$ cat config.mk
export PLATFORM = sky130hd
export DESIGN_NAME = alu_shift_branch_subset
export DESIGN_NICKNAME = d
export VERILOG_FILES = /design/src/alu_shift_branch_subset.v
export VERILOG_INCLUDE_DIRS = /design/src
export SDC_FILE = /design/constraint.sdc
export NUM_CORES = 1
export LEC_CHECK = 0
export BUFFER_PORTS_ARGS = -buffer_cell sky130_fd_sc_hd__clkbuf_2
export CAP_MARGIN = 20
export CORE_MARGIN = 2
export CORE_UTILIZATION = 47
export CTS_BUF_LIST = sky130_fd_sc_hd__clkbuf_8
export DETAILED_ROUTE_END_ITERATION = 16
export GPL_ROUTABILITY_DRIVEN = 0
export GPL_TIMING_DRIVEN = 0
export HOLD_SLACK_MARGIN = 0.1
export PLACE_DENSITY = 0.76
export SYNTH_ARGS = -nofsm -noshare
export SYNTH_HDL_FRONTEND = slang
export SYNTH_SLANG_ARGS = --single-unit
$ cat constraint.sdc
create_clock -name clk_sys -period 9.5 [get_ports clk_sys]
set_clock_uncertainty 0.2 [all_clocks]
set_input_delay 1.425 -clock clk_sys [delete_from_list [all_inputs] [get_ports clk_sys]]
set_output_delay 1.425 -clock clk_sys [all_outputs]
set_load 0.02 [all_outputs]
$ cat src/alu_shift_branch_subset_consts.vh
// constants for the add, shift and branch datapath slice
`ifndef ALU_SHIFT_BRANCH_SUBSET_CONSTS_VH
`define ALU_SHIFT_BRANCH_SUBSET_CONSTS_VH

// ==========================================================
// operation codes on op_code
`define OP_ADD_ACC      3'h0
`define OP_ADD_CARRY    3'h1
`define OP_SHR_ONE      3'h2
`define OP_SHR_BY_REG   3'h3
`define OP_SHR_BY_LIT   3'h4
`define OP_BRANCH       3'h5

// ==========================================================
// branch condition codes on cond_code
`define COND_C          5'h00
`define COND_GE         5'h01
`define COND_GEU        5'h02
`define COND_GT         5'h03
`define COND_GTU        5'h04
`define COND_LE         5'h05
`define COND_LEU        5'h06
`define COND_LT         5'h07
`define COND_LTU        5'h08
`define COND_N          5'h09
`define COND_NC         5'h0a
`define COND_NN         5'h0b
`define COND_NOV        5'h0c
`define COND_NZ         5'h0d
`define COND_OVFA       5'h0e
`define COND_OVFB       5'h0f
`define COND_OVF        5'h10
`define COND_SATA       5'h11
`define COND_SATB       5'h12
`define COND_ALWAYS     5'h13
`define COND_Z          5'h14

// ==========================================================
// register offsets on reg_addr
`define REG_STATUS      3'h0
`define REG_CTRL        3'h1
`define REG_ACCA_LOW    3'h2
`define REG_ACCA_HIGH   3'h3
`define REG_ACCA_UPPER  3'h4
`define REG_ACCB_LOW    3'h5
`define REG_ACCB_HIGH   3'h6
`define REG_ACCB_UPPER  3'h7

// ==========================================================
// status register bit positions
`define ST_C            0
`define ST_Z            1
`define ST_OVF          2
`define ST_N            3
`define ST_DIGIT        8
`define ST_SATB         12
`define ST_SATA         13
`define ST_OVFB         14
`define ST_OVFA         15

// ==========================================================
// control register bit positions and reset values
`define CTRL_SAT_A      0
`define CTRL_SAT_B      1
`define CTRL_RESET      2'h0
`define STATUS_RESET    9'h000

`endif

$ cat src/alu_shift_branch_subset.v
// add, arithmetic shift and conditional branch datapath slice
//
// Functional notes
// - signed shifted add into accumulator, one cycle
// - add with carry in, five flags, one cycle
// - single shift right keeps sign, four flags
// - register amount shift updates only N, Z
// - literal amount shift updates only N, Z
// - branch one cycle, taken two, no flags
// - signed and unsigned compare conditions from flags
// - branch conditions on each accumulator overflow
// - branch conditions on each accumulator saturation
`timescale 1ns/100ps
`default_nettype none
`include "alu_shift_branch_subset_consts.vh"

module alu_shift_branch_subset #(
  parameter ACC_W = 40                      // accumulator width
) (
  input  wire        clk_sys,                // core clock
  input  wire        rst,                    // sync reset, active high
  input  wire        op_valid,               // instruction present
  input  wire [2:0]  op_code,                // operation select
  input  wire [4:0]  cond_code,              // branch condition
  input  wire        acc_sel,                // 0 = acc a, 1 = acc b
  input  wire [15:0] operand_a,              // first operand
  input  wire [15:0] operand_b,              // second operand / amount
  input  wire [4:0]  five_bit_literal,       // literal shift amount
  input  wire [3:0]  shift_lit4,             // signed acc add shift
  input  wire [2:0]  reg_addr,               // register address
  input  wire [15:0] reg_wr_data,            // register write data
  input  wire        reg_wr_en,              // write strobe
  input  wire        reg_rd_en,              // read strobe
  output wire [15:0] reg_rd_data,            // read data, cycle after
  output wire [15:0] result,                 // word result
  output wire        result_we,              // word result valid pulse
  output wire        branch_taken,           // taken pulse
  output wire        flush,                  // flush of fetched word
  output wire        carry_flag,             // carry out
  output wire        digit_carry_flag,       // carry out of bit 3
  output wire        negative_flag,          // negative
  output wire        overflow_flag,          // signed overflow
  output wire        zero_flag,              // zero
  output wire        acc_a_overflow_flag,    // acc a guard overflow
  output wire        acc_b_overflow_flag,    // acc b guard overflow
  output wire        acc_a_saturated_flag,   // acc a saturated, sticky
  output wire        acc_b_saturated_flag    // acc b saturated, sticky
);

  // ========================================================
  // state
  reg [ACC_W-1:0] acc_a_reg;                 // accumulator a
  reg [ACC_W-1:0] acc_b_reg;                 // accumulator b
  reg [1:0]       ctrl_reg;                  // saturation enables
  reg [15:0]      rd_data_reg;               // read data
  reg [15:0]      result_reg;                // word result
  reg             result_we_reg;             // result strobe
  reg             taken_reg;                 // branch taken pulse
  reg             flush_reg;                 // flush slot marker
  reg             c_reg;                     // carry
  reg             hc_reg;                    // digit carry
  reg             n_reg;                     // negative
  reg             v_reg;                     // signed overflow
  reg             z_reg;                     // zero
  reg             ovfa_reg;                  // acc a overflow
  reg             ovfb_reg;                  // acc b overflow
  reg             sata_reg;                  // acc a saturated
  reg             satb_reg;                  // acc b saturated

  // ========================================================
  // branch condition evaluation
  function cond_true;
    input [4:0] cc;
    input       c;
    input       n;
    input       v;
    input       z;
    input       ovfa;
    input       ovfb;
    input       sata;
    input       satb;
    begin
      case (cc)
        `COND_C:      cond_true = c;
        `COND_GE:     cond_true = (n == v);
        `COND_GEU:    cond_true = c;
        `COND_GT:     cond_true = ~z & (n == v);
        `COND_GTU:    cond_true = c & ~z;
        `COND_LE:     cond_true = z | (n != v);
        `COND_LEU:    cond_true = ~c | z;
        `COND_LT:     cond_true = (n != v);
        `COND_LTU:    cond_true = ~c;
        `COND_N:      cond_true = n;
        `COND_NC:     cond_true = ~c;
        `COND_NN:     cond_true = ~n;
        `COND_NOV:    cond_true = ~v;
        `COND_NZ:     cond_true = ~z;
        `COND_OVFA:   cond_true = ovfa;
        `COND_OVFB:   cond_true = ovfb;
        `COND_OVF:    cond_true = v;
        `COND_SATA:   cond_true = sata;
        `COND_SATB:   cond_true = satb;
        `COND_ALWAYS: cond_true = 1'b1;
        `COND_Z:      cond_true = z;
        default:      cond_true = 1'b0;                  // unknown code
      endcase
    end
  endfunction

  // ========================================================
  // issue: the word behind a taken branch is dropped
  wire issue = op_valid & ~flush_reg;

  // ========================================================
  // accumulator add datapath
  wire [ACC_W-1:0] acc_cur = acc_sel ? acc_b_reg : acc_a_reg;
  // operand placed in bits 31:16, sign extended above
  wire signed [ACC_W-1:0] acc_base =
    {{(ACC_W-32){operand_a[15]}}, operand_a, 16'h0000};
  wire [3:0] lit4_neg = 4'h0 - shift_lit4;                // left amount
  // positive literal shifts right, negative shifts left
  wire signed [ACC_W-1:0] acc_add =
    shift_lit4[3] ? (acc_base <<< lit4_neg)
                  : (acc_base >>> shift_lit4);
  wire [ACC_W:0] acc_sum =
    {acc_cur[ACC_W-1], acc_cur} + {acc_add[ACC_W-1], acc_add};
  wire acc_wrap = acc_sum[ACC_W] != acc_sum[ACC_W-1];     // beyond width
  wire sat_en   = acc_sel ? ctrl_reg[`CTRL_SAT_B]
                          : ctrl_reg[`CTRL_SAT_A];
  wire do_sat   = acc_wrap & sat_en;
  wire [ACC_W-1:0] acc_max = {1'b0, {(ACC_W-1){1'b1}}};
  wire [ACC_W-1:0] acc_min = {1'b1, {(ACC_W-1){1'b0}}};
  wire [ACC_W-1:0] acc_new =
    do_sat ? (acc_sum[ACC_W] ? acc_min : acc_max)
           : acc_sum[ACC_W-1:0];
  // overflow into guard bits: top bits not all sign
  wire [ACC_W-32:0] acc_top = acc_new[ACC_W-1:31];
  wire acc_ovf = ~((&acc_top) | ~(|acc_top));

  // ========================================================
  // word add with carry datapath
  wire [16:0] cadd_sum =
    {1'b0, operand_a} + {1'b0, operand_b} + {16'h0000, c_reg};
  wire [4:0] cadd_nib =
    {1'b0, operand_a[3:0]} + {1'b0, operand_b[3:0]} + {4'h0, c_reg};
  wire cadd_ovf = (operand_a[15] == operand_b[15]) &
                  (cadd_sum[15] != operand_a[15]);

  // ========================================================
  // shift datapath; amounts of 16 or more give all sign bits
  wire [15:0] shr_one = {operand_a[15], operand_a[15:1]};
  wire [15:0] shr_amt = $signed(operand_a) >>> operand_b[4:0];
  wire [15:0] shr_lit = $signed(operand_a) >>> five_bit_literal;

  // ========================================================
  // status register image used for read; writes take reg_wr_data bits directly
  wire [15:0] status_img = {ovfa_reg, ovfb_reg, sata_reg, satb_reg, 3'h0,
                            hc_reg, 4'h0, n_reg, v_reg, z_reg, c_reg};
  wire st_wr = reg_wr_en & (reg_addr == `REG_STATUS);

  // ========================================================
  // flags: software write first, then the issued operation
  always @(posedge clk_sys) begin
    if (rst) begin
      {ovfa_reg, sata_reg, ovfb_reg, satb_reg, hc_reg} <= 5'h00;
      {n_reg, v_reg, z_reg, c_reg} <= 4'h0;
    end else begin
      // software write lands unless an op updates the bit
      if (st_wr) begin
        c_reg    <= reg_wr_data[`ST_C];
        z_reg    <= reg_wr_data[`ST_Z];
        v_reg    <= reg_wr_data[`ST_OVF];
        n_reg    <= reg_wr_data[`ST_N];
        hc_reg   <= reg_wr_data[`ST_DIGIT];
        ovfa_reg <= reg_wr_data[`ST_OVFA];
        ovfb_reg <= reg_wr_data[`ST_OVFB];
        sata_reg <= reg_wr_data[`ST_SATA];
        satb_reg <= reg_wr_data[`ST_SATB];
      end
      if (issue) begin
        case (op_code)
          // accumulator flags of the target only
          `OP_ADD_ACC: begin
            if (acc_sel) begin
              ovfb_reg <= acc_ovf;
              if (do_sat)
                satb_reg <= 1'b1;
            end else begin
              ovfa_reg <= acc_ovf;
              if (do_sat)
                sata_reg <= 1'b1;
            end
          end
          `OP_ADD_CARRY: begin
            c_reg  <= cadd_sum[16];
            hc_reg <= cadd_nib[4];
            n_reg  <= cadd_sum[15];
            v_reg  <= cadd_ovf;
            z_reg  <= (cadd_sum[15:0] == 16'h0000);
          end
          `OP_SHR_ONE: begin
            c_reg  <= operand_a[0];
            n_reg  <= shr_one[15];
            v_reg  <= 1'b0;
            z_reg  <= (shr_one == 16'h0000);
          end
          `OP_SHR_BY_REG: begin
            n_reg <= shr_amt[15];
            z_reg <= (shr_amt == 16'h0000);
          end
          `OP_SHR_BY_LIT: begin
            n_reg <= shr_lit[15];
            z_reg <= (shr_lit == 16'h0000);
          end
          default: begin
            // branches leave every flag alone
          end
        endcase
      end
    end
  end

  // ========================================================
  // accumulators
  always @(posedge clk_sys) begin
    if (rst) begin
      acc_a_reg <= {ACC_W{1'b0}};
      acc_b_reg <= {ACC_W{1'b0}};
    end else if (issue && op_code == `OP_ADD_ACC) begin
      if (acc_sel)
        acc_b_reg <= acc_new;
      else
        acc_a_reg <= acc_new;
    end
  end

  // ========================================================
  // word result to the register file
  always @(posedge clk_sys) begin
    if (rst) begin
      result_reg    <= 16'h0000;
      result_we_reg <= 1'b0;
    end else begin
      result_we_reg <= 1'b0;
      if (issue) begin
        case (op_code)
          `OP_ADD_CARRY: begin
            result_reg    <= cadd_sum[15:0];
            result_we_reg <= 1'b1;
          end
          `OP_SHR_ONE: begin
            result_reg    <= shr_one;
            result_we_reg <= 1'b1;
          end
          `OP_SHR_BY_REG: begin
            result_reg    <= shr_amt;
            result_we_reg <= 1'b1;
          end
          `OP_SHR_BY_LIT: begin
            result_reg    <= shr_lit;
            result_we_reg <= 1'b1;
          end
          default: begin
            // no word result
          end
        endcase
      end
    end
  end

  // ========================================================
  // branch resolve; taken adds one flush slot
  always @(posedge clk_sys) begin
    if (rst) begin
      taken_reg <= 1'b0;
      flush_reg <= 1'b0;
    end else begin
      taken_reg <= 1'b0;
      flush_reg <= 1'b0;
      if (issue && op_code == `OP_BRANCH &&
          cond_true(cond_code, c_reg, n_reg, v_reg, z_reg,
                    ovfa_reg, ovfb_reg, sata_reg, satb_reg)) begin
        taken_reg <= 1'b1;
        flush_reg <= 1'b1;
      end
    end
  end

  // ========================================================
  // control register write
  always @(posedge clk_sys) begin
    if (rst)
      ctrl_reg <= `CTRL_RESET;
    else if (reg_wr_en && reg_addr == `REG_CTRL)
      ctrl_reg <= reg_wr_data[1:0];
  end

  // ========================================================
  // register read; data stand one cycle, zero otherwise
  always @(posedge clk_sys) begin
    if (rst) begin
      rd_data_reg <= 16'h0000;
    end else if (!reg_rd_en) begin
      rd_data_reg <= 16'h0000;
    end else if (reg_addr == `REG_STATUS) begin
      rd_data_reg <= status_img;
    end else if (reg_addr == `REG_CTRL) begin
      rd_data_reg <= {14'h0000, ctrl_reg};
    end else if (reg_addr == `REG_ACCA_LOW) begin
      rd_data_reg <= acc_a_reg[15:0];
    end else if (reg_addr == `REG_ACCA_HIGH) begin
      rd_data_reg <= acc_a_reg[31:16];
    end else if (reg_addr == `REG_ACCA_UPPER) begin
      rd_data_reg <= {{(48-ACC_W){acc_a_reg[ACC_W-1]}},
                      acc_a_reg[ACC_W-1:32]};
    end else if (reg_addr == `REG_ACCB_LOW) begin
      rd_data_reg <= acc_b_reg[15:0];
    end else if (reg_addr == `REG_ACCB_HIGH) begin
      rd_data_reg <= acc_b_reg[31:16];
    end else begin
      rd_data_reg <= {{(48-ACC_W){acc_b_reg[ACC_W-1]}},
                      acc_b_reg[ACC_W-1:32]};
    end
  end

  // ========================================================
  // outputs straight from flip-flops
  assign reg_rd_data          = rd_data_reg;
  assign result               = result_reg;
  assign result_we            = result_we_reg;
  assign branch_taken         = taken_reg;
  assign flush                = flush_reg;
  assign carry_flag           = c_reg;
  assign digit_carry_flag     = hc_reg;
  assign negative_flag        = n_reg;
  assign overflow_flag        = v_reg;
  assign zero_flag            = z_reg;
  assign acc_a_overflow_flag  = ovfa_reg;
  assign acc_b_overflow_flag  = ovfb_reg;
  assign acc_a_saturated_flag = sata_reg;
  assign acc_b_saturated_flag = satb_reg;

endmodule
`default_nettype wire

### Word-level counts from Yosys, hierarchy flattened

Index checks and enable logic that the tools add are counted.

| operators by class | value |
|---|---|
| add/subtract/negate cells | 6 |
| multipliers | 0 |
| divide/modulo/power cells | 0 |
| magnitude comparators | 0 |
| equality and inequality tests | 36 |
| shift operators | 4 |
| mux-type cells | 50 |
| bitwise logic cells | 19 |
| reductions and logical operators | 23 |

Operators by type and width:

| cell | count |
|---|---|
| 2-to-1 mux 40 bit | 4 |
| 2-to-1 mux 16 bit | 7 |
| logical NOT 16 bit | 4 |
| case mux 16 bit (4 select lines) | 1 |
| adder 40 x 40 -> 41 bit | 1 |
| equality test 5 x 4 -> 1 bit, second input constant | 8 |
| <<< shifter 32 x 4 -> 40 bit | 1 |
| >>> shifter 32 x 4 -> 40 bit | 1 |
| 2-to-1 mux 1 bit | 33 |
| >>> shifter 16 x 5 -> 16 bit | 2 |
| equality test 5 bit, second input constant | 5 |
| equality test 5 x 3 -> 1 bit, second input constant | 4 |
| case mux 1 bit (19 select lines) | 1 |
| adder 16 x 16 -> 17 bit | 1 |
| adder 17 x 1 -> 17 bit | 1 |
| equality test 3 bit, second input constant | 5 |
| equality test 3 x 2 -> 1 bit, second input constant | 4 |
| equality test 5 x 2 -> 1 bit, second input constant | 2 |
| NOT 1 bit | 10 |
| AND reduction 9 bit | 1 |
| OR reduction 9 bit | 1 |
| case mux 1 bit (4 select lines) | 2 |
| OR reduction 2 bit | 4 |
| OR reduction 4 bit | 2 |
| 15 further kinds | 33 |

| storage, ports and cells | value |
|---|---|
| register bits after elaboration | 125 |
| latch bits | 0 |
| memory bits (writable) | 0 |
| memory bits (read-only) | 0 |
| input port bits | 74 |
| output and inout bits | 44 |
| word-level logic and storage cells | 155 |
| memories | 0 |

### Logic depth before layout (Yosys ltp)

| logic depth | value |
|---|---|
| word-level depth | 14 |
| mapped depth | 25 |
| gate-level depth less buffers | 20 |

### Worst setup path after synthesis

No wires, ideal clock.

| path | value |
|---|---|
| path type | input to register |
| start point | input port shift_lit4[0] |
| end point | register ovfa_reg, in the netlist acc_a_overflow_flag |
| setup time | 142 ps |
| arrival time | 5955 ps |
| required time | 9158 ps |
| slack | 3203 ps |
| cell stages on the path | 21 |
| buffers on the path | 3 |
| cells stage by stage | clkbuf_1 > inv_1 > clkbuf_1 > ha_1 > xor2_1 > mux2i_1 > and2_1 > a211o_1 > o21ai_0 > ha_1 > clkbuf_2 > and4_1 > and4_1 > a211oi_2 > and2_1 > a22oi_1 > nand4b_1 > nand2b_1 > or4b_4 > a2111oi_4 > a221oi_1 |

| on the way | value |
|---|---|
| cells in the longest elaborated chain, start to end | 14 |
| elaborated cells between the ends (all ways) | 17 |
| those cells by class | add/sub (2); eq/ne (1); shift (2); mux (6); bitwise (4); reduce/logical (2) |

Ends and longest elaborated chain:

| what | line | RTL |
|---|---|---|
| start: declaration | alu_shift_branch_subset.v:29 | `input wire [3:0] shift_lit4,` |
| subtractor 1 x 4 -> 4 bit | alu_shift_branch_subset.v:120 | `wire [3:0] lit4_neg = 4'h0 - shift_lit4;` |
| <<< shifter 32 x 4 -> 40 bit | alu_shift_branch_subset.v:123 | `shift_lit4[3] ? (acc_base <<< lit4_neg)` |
| 2-to-1 mux 40 bit (*) | alu_shift_branch_subset.v:123 |  |
| adder 40 x 40 -> 41 bit (*) | alu_shift_branch_subset.v:126 | `{acc_cur[ACC_W-1], acc_cur} + {acc_add[ACC_W-1], acc_add};` |
| inequality test 1 bit | alu_shift_branch_subset.v:127 | `wire acc_wrap = acc_sum[ACC_W] != acc_sum[ACC_W-1];` |
| bitwise AND 1 bit | alu_shift_branch_subset.v:130 | `wire do_sat = acc_wrap & sat_en;` |
| 2-to-1 mux 40 bit (*) | alu_shift_branch_subset.v:134 | `do_sat ? (acc_sum[ACC_W] ? acc_min : acc_max)` |
| OR reduction 9 bit | alu_shift_branch_subset.v:138 | `wire acc_ovf = ~((&acc_top) \| ~(\|acc_top));` |
| NOT 1 bit | alu_shift_branch_subset.v:138 |  |
| bitwise OR 1 bit (*) | alu_shift_branch_subset.v:138 |  |
| NOT 1 bit (*) | alu_shift_branch_subset.v:138 |  |
| 2-to-1 mux 1 bit (*) | alu_shift_branch_subset.v:184 | `if (acc_sel) begin` |
| 2-to-1 mux 1 bit (*) | alu_shift_branch_subset.v:181 | `case (op_code)` |
| 2-to-1 mux 1 bit (*) | alu_shift_branch_subset.v:180 | `if (issue) begin` |
| end signal: assignment | alu_shift_branch_subset.v:175 | `` ovfa_reg <= reg_wr_data[`ST_OVFA]; `` |
| end signal: assignment | alu_shift_branch_subset.v:189 | `ovfa_reg <= acc_ovf;` |
| end: declaration | alu_shift_branch_subset.v:65 | `reg ovfa_reg;` |

Mark *: on every way between the ends. The rest lies on a longest branch, timed or not.
A chain may end at the register's enable or synchronous reset.

### Final worst setup path

| path | value |
|---|---|
| start point | input port operand_a[15] |
| end point | register acc_b_reg[21] |

| on the way | value |
|---|---|
| cells in the longest elaborated chain, start to end | 6 |
| elaborated cells between the ends (all ways) | 8 |
| those cells by class | add/sub (1); eq/ne (1); shift (2); mux (3); bitwise (1) |

Ends and longest elaborated chain:

| what | line | RTL |
|---|---|---|
| start: declaration | alu_shift_branch_subset.v:26 | `input wire [15:0] operand_a,` |
| >>> shifter 32 x 4 -> 40 bit or <<< shifter 32 x 4 -> 40 bit (tied branches) | alu_shift_branch_subset.v:124, alu_shift_branch_subset.v:123 |  |
| 2-to-1 mux 40 bit (*) | alu_shift_branch_subset.v:123 |  |
| adder 40 x 40 -> 41 bit (*) | alu_shift_branch_subset.v:126 |  |
| inequality test 1 bit | alu_shift_branch_subset.v:127 |  |
| bitwise AND 1 bit | alu_shift_branch_subset.v:130 |  |
| 2-to-1 mux 40 bit (*) | alu_shift_branch_subset.v:134 |  |
| end signal: assignment | alu_shift_branch_subset.v:228 | `acc_b_reg <= {ACC_W{1'b0}};` |
| end signal: assignment | alu_shift_branch_subset.v:231 | `acc_b_reg <= acc_new;` |
| end: declaration | alu_shift_branch_subset.v:53 | `reg [ACC_W-1:0] acc_b_reg;` |

Marked as above.

==> results.py <==
metrics = {
    "worst_setup_path": {
        "r2r_slack_ns": 4.77,
        "criticalPathCategory": "primary input to flop",
        "worst_setup_path_start_kind": "primary input",
        "crit_slowest_cell": "xor2_1",
        "cp_top_family": "buffers and inverters",
        "cp_common_cell": "o21ai_0",
        "crit_chain": "clkbuf_2, clkbuf_1, clkbuf_1, buf_1, buf_1, o21ai_0, o311ai_0, o21ai_0, o21ai_0, ha_1, buf_2, a21o_1, a31oi_1, o21a_1, o21ai_0, a21oi_1, o21ai_1, xor2_1, nand2_1, clkbuf_1, a21oi_1, a211oi_1",
        "crit_fanout": 10,
        "worstRegToRegCells": 14,
        "crit_path_max_incr_delay_ns": 0.61,
        "critPathBufInv": 7,
        "end_kind": "flop",
        "reg2reg_from": "acc_b_reg[34]",
        "crit_arrival_ns": 7.83,
        "rr_endpoint": "acc_b_reg[21]",
        "crit_required_ns": 9.62,
    },
    "timing": {
        "fin_crit_sh_pct": 81.18,
        "tightest_slew_ns": 1.197,
        "maxSlewViolCount": 0,
        "hold_viol_final": 0,
        "holdWs_ns": 0.2597,
        "fin_ws_ns": 1.788,
        "slew_headroom_pct": 19.65,
        "max_freq_mhz": 129.7,
        "rsz0062_at_grt": "false",
        "setup_viol": 0,
        "fin_setup_tns_ns": 0,
        "min_period_ns": 7.712,
    },
    "cells_and_area": {
        "fillers": 2578,
        "multi_input_area_sq_um": 9540,
        "area_growth_pct": 10.60,
        "nets": 1931,
        "postLayoutCellArea_sq_um": 14030,
        "regArea_sq_um": 2502,
        "layout_commonest_cell": "nor2_1",
        "layout_common_cells": "nor2_1, a21oi_1, nand2_1",
        "drive_gt1_share_pct": 14.74,
        "fin_util_pct": 52.48,
        "finalNonFillerCells": 2154,
    },
    "logic_synthesis": {
        "netlist_instances": 1675,
        "yosysSeqAreaShare_pct": 19.73,
        "synth_area_sq_um": 12680,
        "yosysTopAreaCell": "dfxtp_1",
        "yosys-top-cells-area": "dfxtp_1, a21oi_1, a211oi_1, nor2_1, mux4_2",
        "ys_seq_elements": 125,
        "ys.flop_type": "dfxtp_1",
        "synth-edff-count": 0,
        "synth_top_area_share_pct": 19.73,
        "syn_avg_cell_area_sq_um": 7.571,
        "ys_async_sr_fraction_pct": 0,
        "synth_cell_types": 79,
        "yosys_warnings": 0,
    },
    "pwr": {
        "total_power_mw": 1.625,
        "power_density_nw_per_um2": 115.9,
        "pwr-share-comb_pct": 36.5,
        "p_leak_nw": 5.443,
        "power_frac_clock_pct": 29.3,
        "ir_drop_mv": 0.08613,
        "switching_share_pct": 38.94,
        "p_int_uw": 992.3,
        "sequentialPowerShare_pct": 34.2,
        "p_switching_uw": 632.8,
    },
    "floorplan": {
        "die_y_um": 168.3,
        "die_x_um": 168.3,
        "pin_count": 118,
        "die_area_sq_um": 28310,
        "initial_core_util_pct": 47.45,
        "num_rows": 60,
        "coreArea_sq_um": 26730,
    },
    "placement": {
        "dpl_cell_area_sq_um": 13630,
        "dp_cells": 2121,
        "portBuffers": 97,
        "dpl_worst_slack_ns": 1.696,
        "dp_hpwl_um": 37070,
    },
    "worst_hold_path": {
        "holdPathStages": 2,
        "hold_end": "result[14]",
        "hold_start": "result[14]",
        "min_path_type": "flop to flop",
    },
    "route": {
        "wire_per_inst_um": 21.90,
        "antenna_left": 0,
        "firstDrtPassIters": 11,
        "wirelength_um": 47180,
        "drtIter0Drc": 2088,
        "drc_errors": 0,
        "num_vias": 14342,
        "routed_via_density": 6.658,
    },
    "global_route": {
        "grt_antenna_before_repair": 1,
        "overflow": 0,
        "grt_max_degree": 17,
        "grt_pass1_wl_um": 72450,
        "track_usage_pct": 32.33,
        "grt_pass1_vias": 12936,
    },
    "clock_tree": {
        "htreeDepth": 4,
        "cts.path.max_buffers": 2,
        "cts.repair.resized": 0,
        "ctsHoldBuffers": 0,
        "clock_sink_count": 125,
        "clk_pin_slew_worst_paths_ns": 0.09,
        "clock_latency_ns": 0.46,
        "cts_tree": "yes",
        "cts-root-buf": "clkbuf_8",
        "cts_made_buffers": 17,
        "cts_setup_buffers": 0,
    },
    "run_status": {
        "status": "complete, no violations",
    },
    "flow_run": {
        "maxCapViolations": 0,
    },
}
[cells by family after synthesis]
kind of cell | count (synthesis) | synth area share (%)
adder cells (fa/ha/maj) | 58 | 5.900
other | 2 | 0.05922
AO/OA/AOI/OAI | 584 | 30.15
multiplexers | 155 | 16.12
AND/OR/NAND/NOR | 534 | 19.48
flip-flops | 125 | 19.73
buffers and inverters | 169 | 5.249
XOR/XNOR | 48 | 3.315
[area by class of cell]
cell class	count	area share, %
clock buffers	17	1.668
multi-input cells	1388	68.02
repair buffers	98	3.497
inverters	29	0.7761
well taps	341	3.042
diodes	1	0.01784
flip-flops and latches	125	17.84
clock inverters	15	1.169
plain buffers	140	3.970
[worst reg2reg max path: cells and delay by family (launching register included)]
kind                     cells  cell delay [ns]
XOR/XNOR                     1             0.57
AO/OA/AOI/OAI                6             1.51
flip-flops                   1             0.33
buffers and inverters        2             0.66
multiplexers                 1             0.33
AND/OR/NAND/NOR              3             0.71
adder cells (fa/ha/maj)      1             0.29
[Yosys cell counts (4+ instances only)]
master and number:
and3_1 13, nand2_1 127, xor2_1 15, buf_4 4
or4_1 4, o211ai_1 17, a311oi_1 5, buf_2 11
o22a_1 13, and2_1 21, mux4_2 33, or3_1 10
clkbuf_1 110, a21o_1 30, o31ai_1 4, o21ai_0 77
o21a_1 22, nor2_1 208, a21oi_1 186, nand3b_1 5
ha_1 55, o21bai_1 5, nor3_1 32, a21boi_0 7
o21ai_1 6, nand3_1 28, a31oi_1 9, inv_1 26
or2_2 9, nand4_1 16, nand4b_1 4, nor4_1 10
o22ai_1 29, mux2_2 63, a211o_1 10, and4_1 4
dfxtp_1 125, a22oi_1 11, nor2b_1 16, a211oi_1 107
xnor2_1 33, a2111oi_0 4, buf_1 13, mux2i_1 58
nand2b_1 22
[power groups by stage]
| stage | clock network [mW] | logic, mW | registers [mW] |
|---|---|---|---|
| global route | 0.494 | 0.635 | 0.557 |
| CTS | 0.471 | 0.569 | 0.555 |
| global placement | 0 | 0.557 | 0.566 |
| floorplan | 0 | 0.401 | 0.572 |
| finish | 0.476 | 0.593 | 0.556 |
| detailed placement | 0 | 0.566 | 0.567 |
[routing by layer]
layer | track usage [%] | vias up | routed length (um)
met5 | 0 | - | 0
met4 | 16.68 | 0 | 2832
met3 | 6.747 | 194 | 5774
met2 | 46.73 | 1026 | 19400
met1 | 45.26 | 6638 | 19170
li1 | - | 6484 | -
[worst max path at each step]
stage	startpoint	to	slack (ns)	cells after the start
2_1_floorplan	shift_lit4[0]	acc_a_overflow_flag	3.20	21
3_3_place_gp	operand_a[15]	acc_a_reg[21]	1.76	22
3_5_place_dp	operand_a[15]	acc_a_reg[32]	1.70	22
4_1_cts	operand_a[15]	acc_a_reg[32]	2.14	22
5_1_grt	operand_a[15]	acc_b_reg[17]	1.64	22
6_report	operand_a[15]	acc_b_reg[21]	1.79	22
No activity file was read; power rests on OpenSTA's default activity.
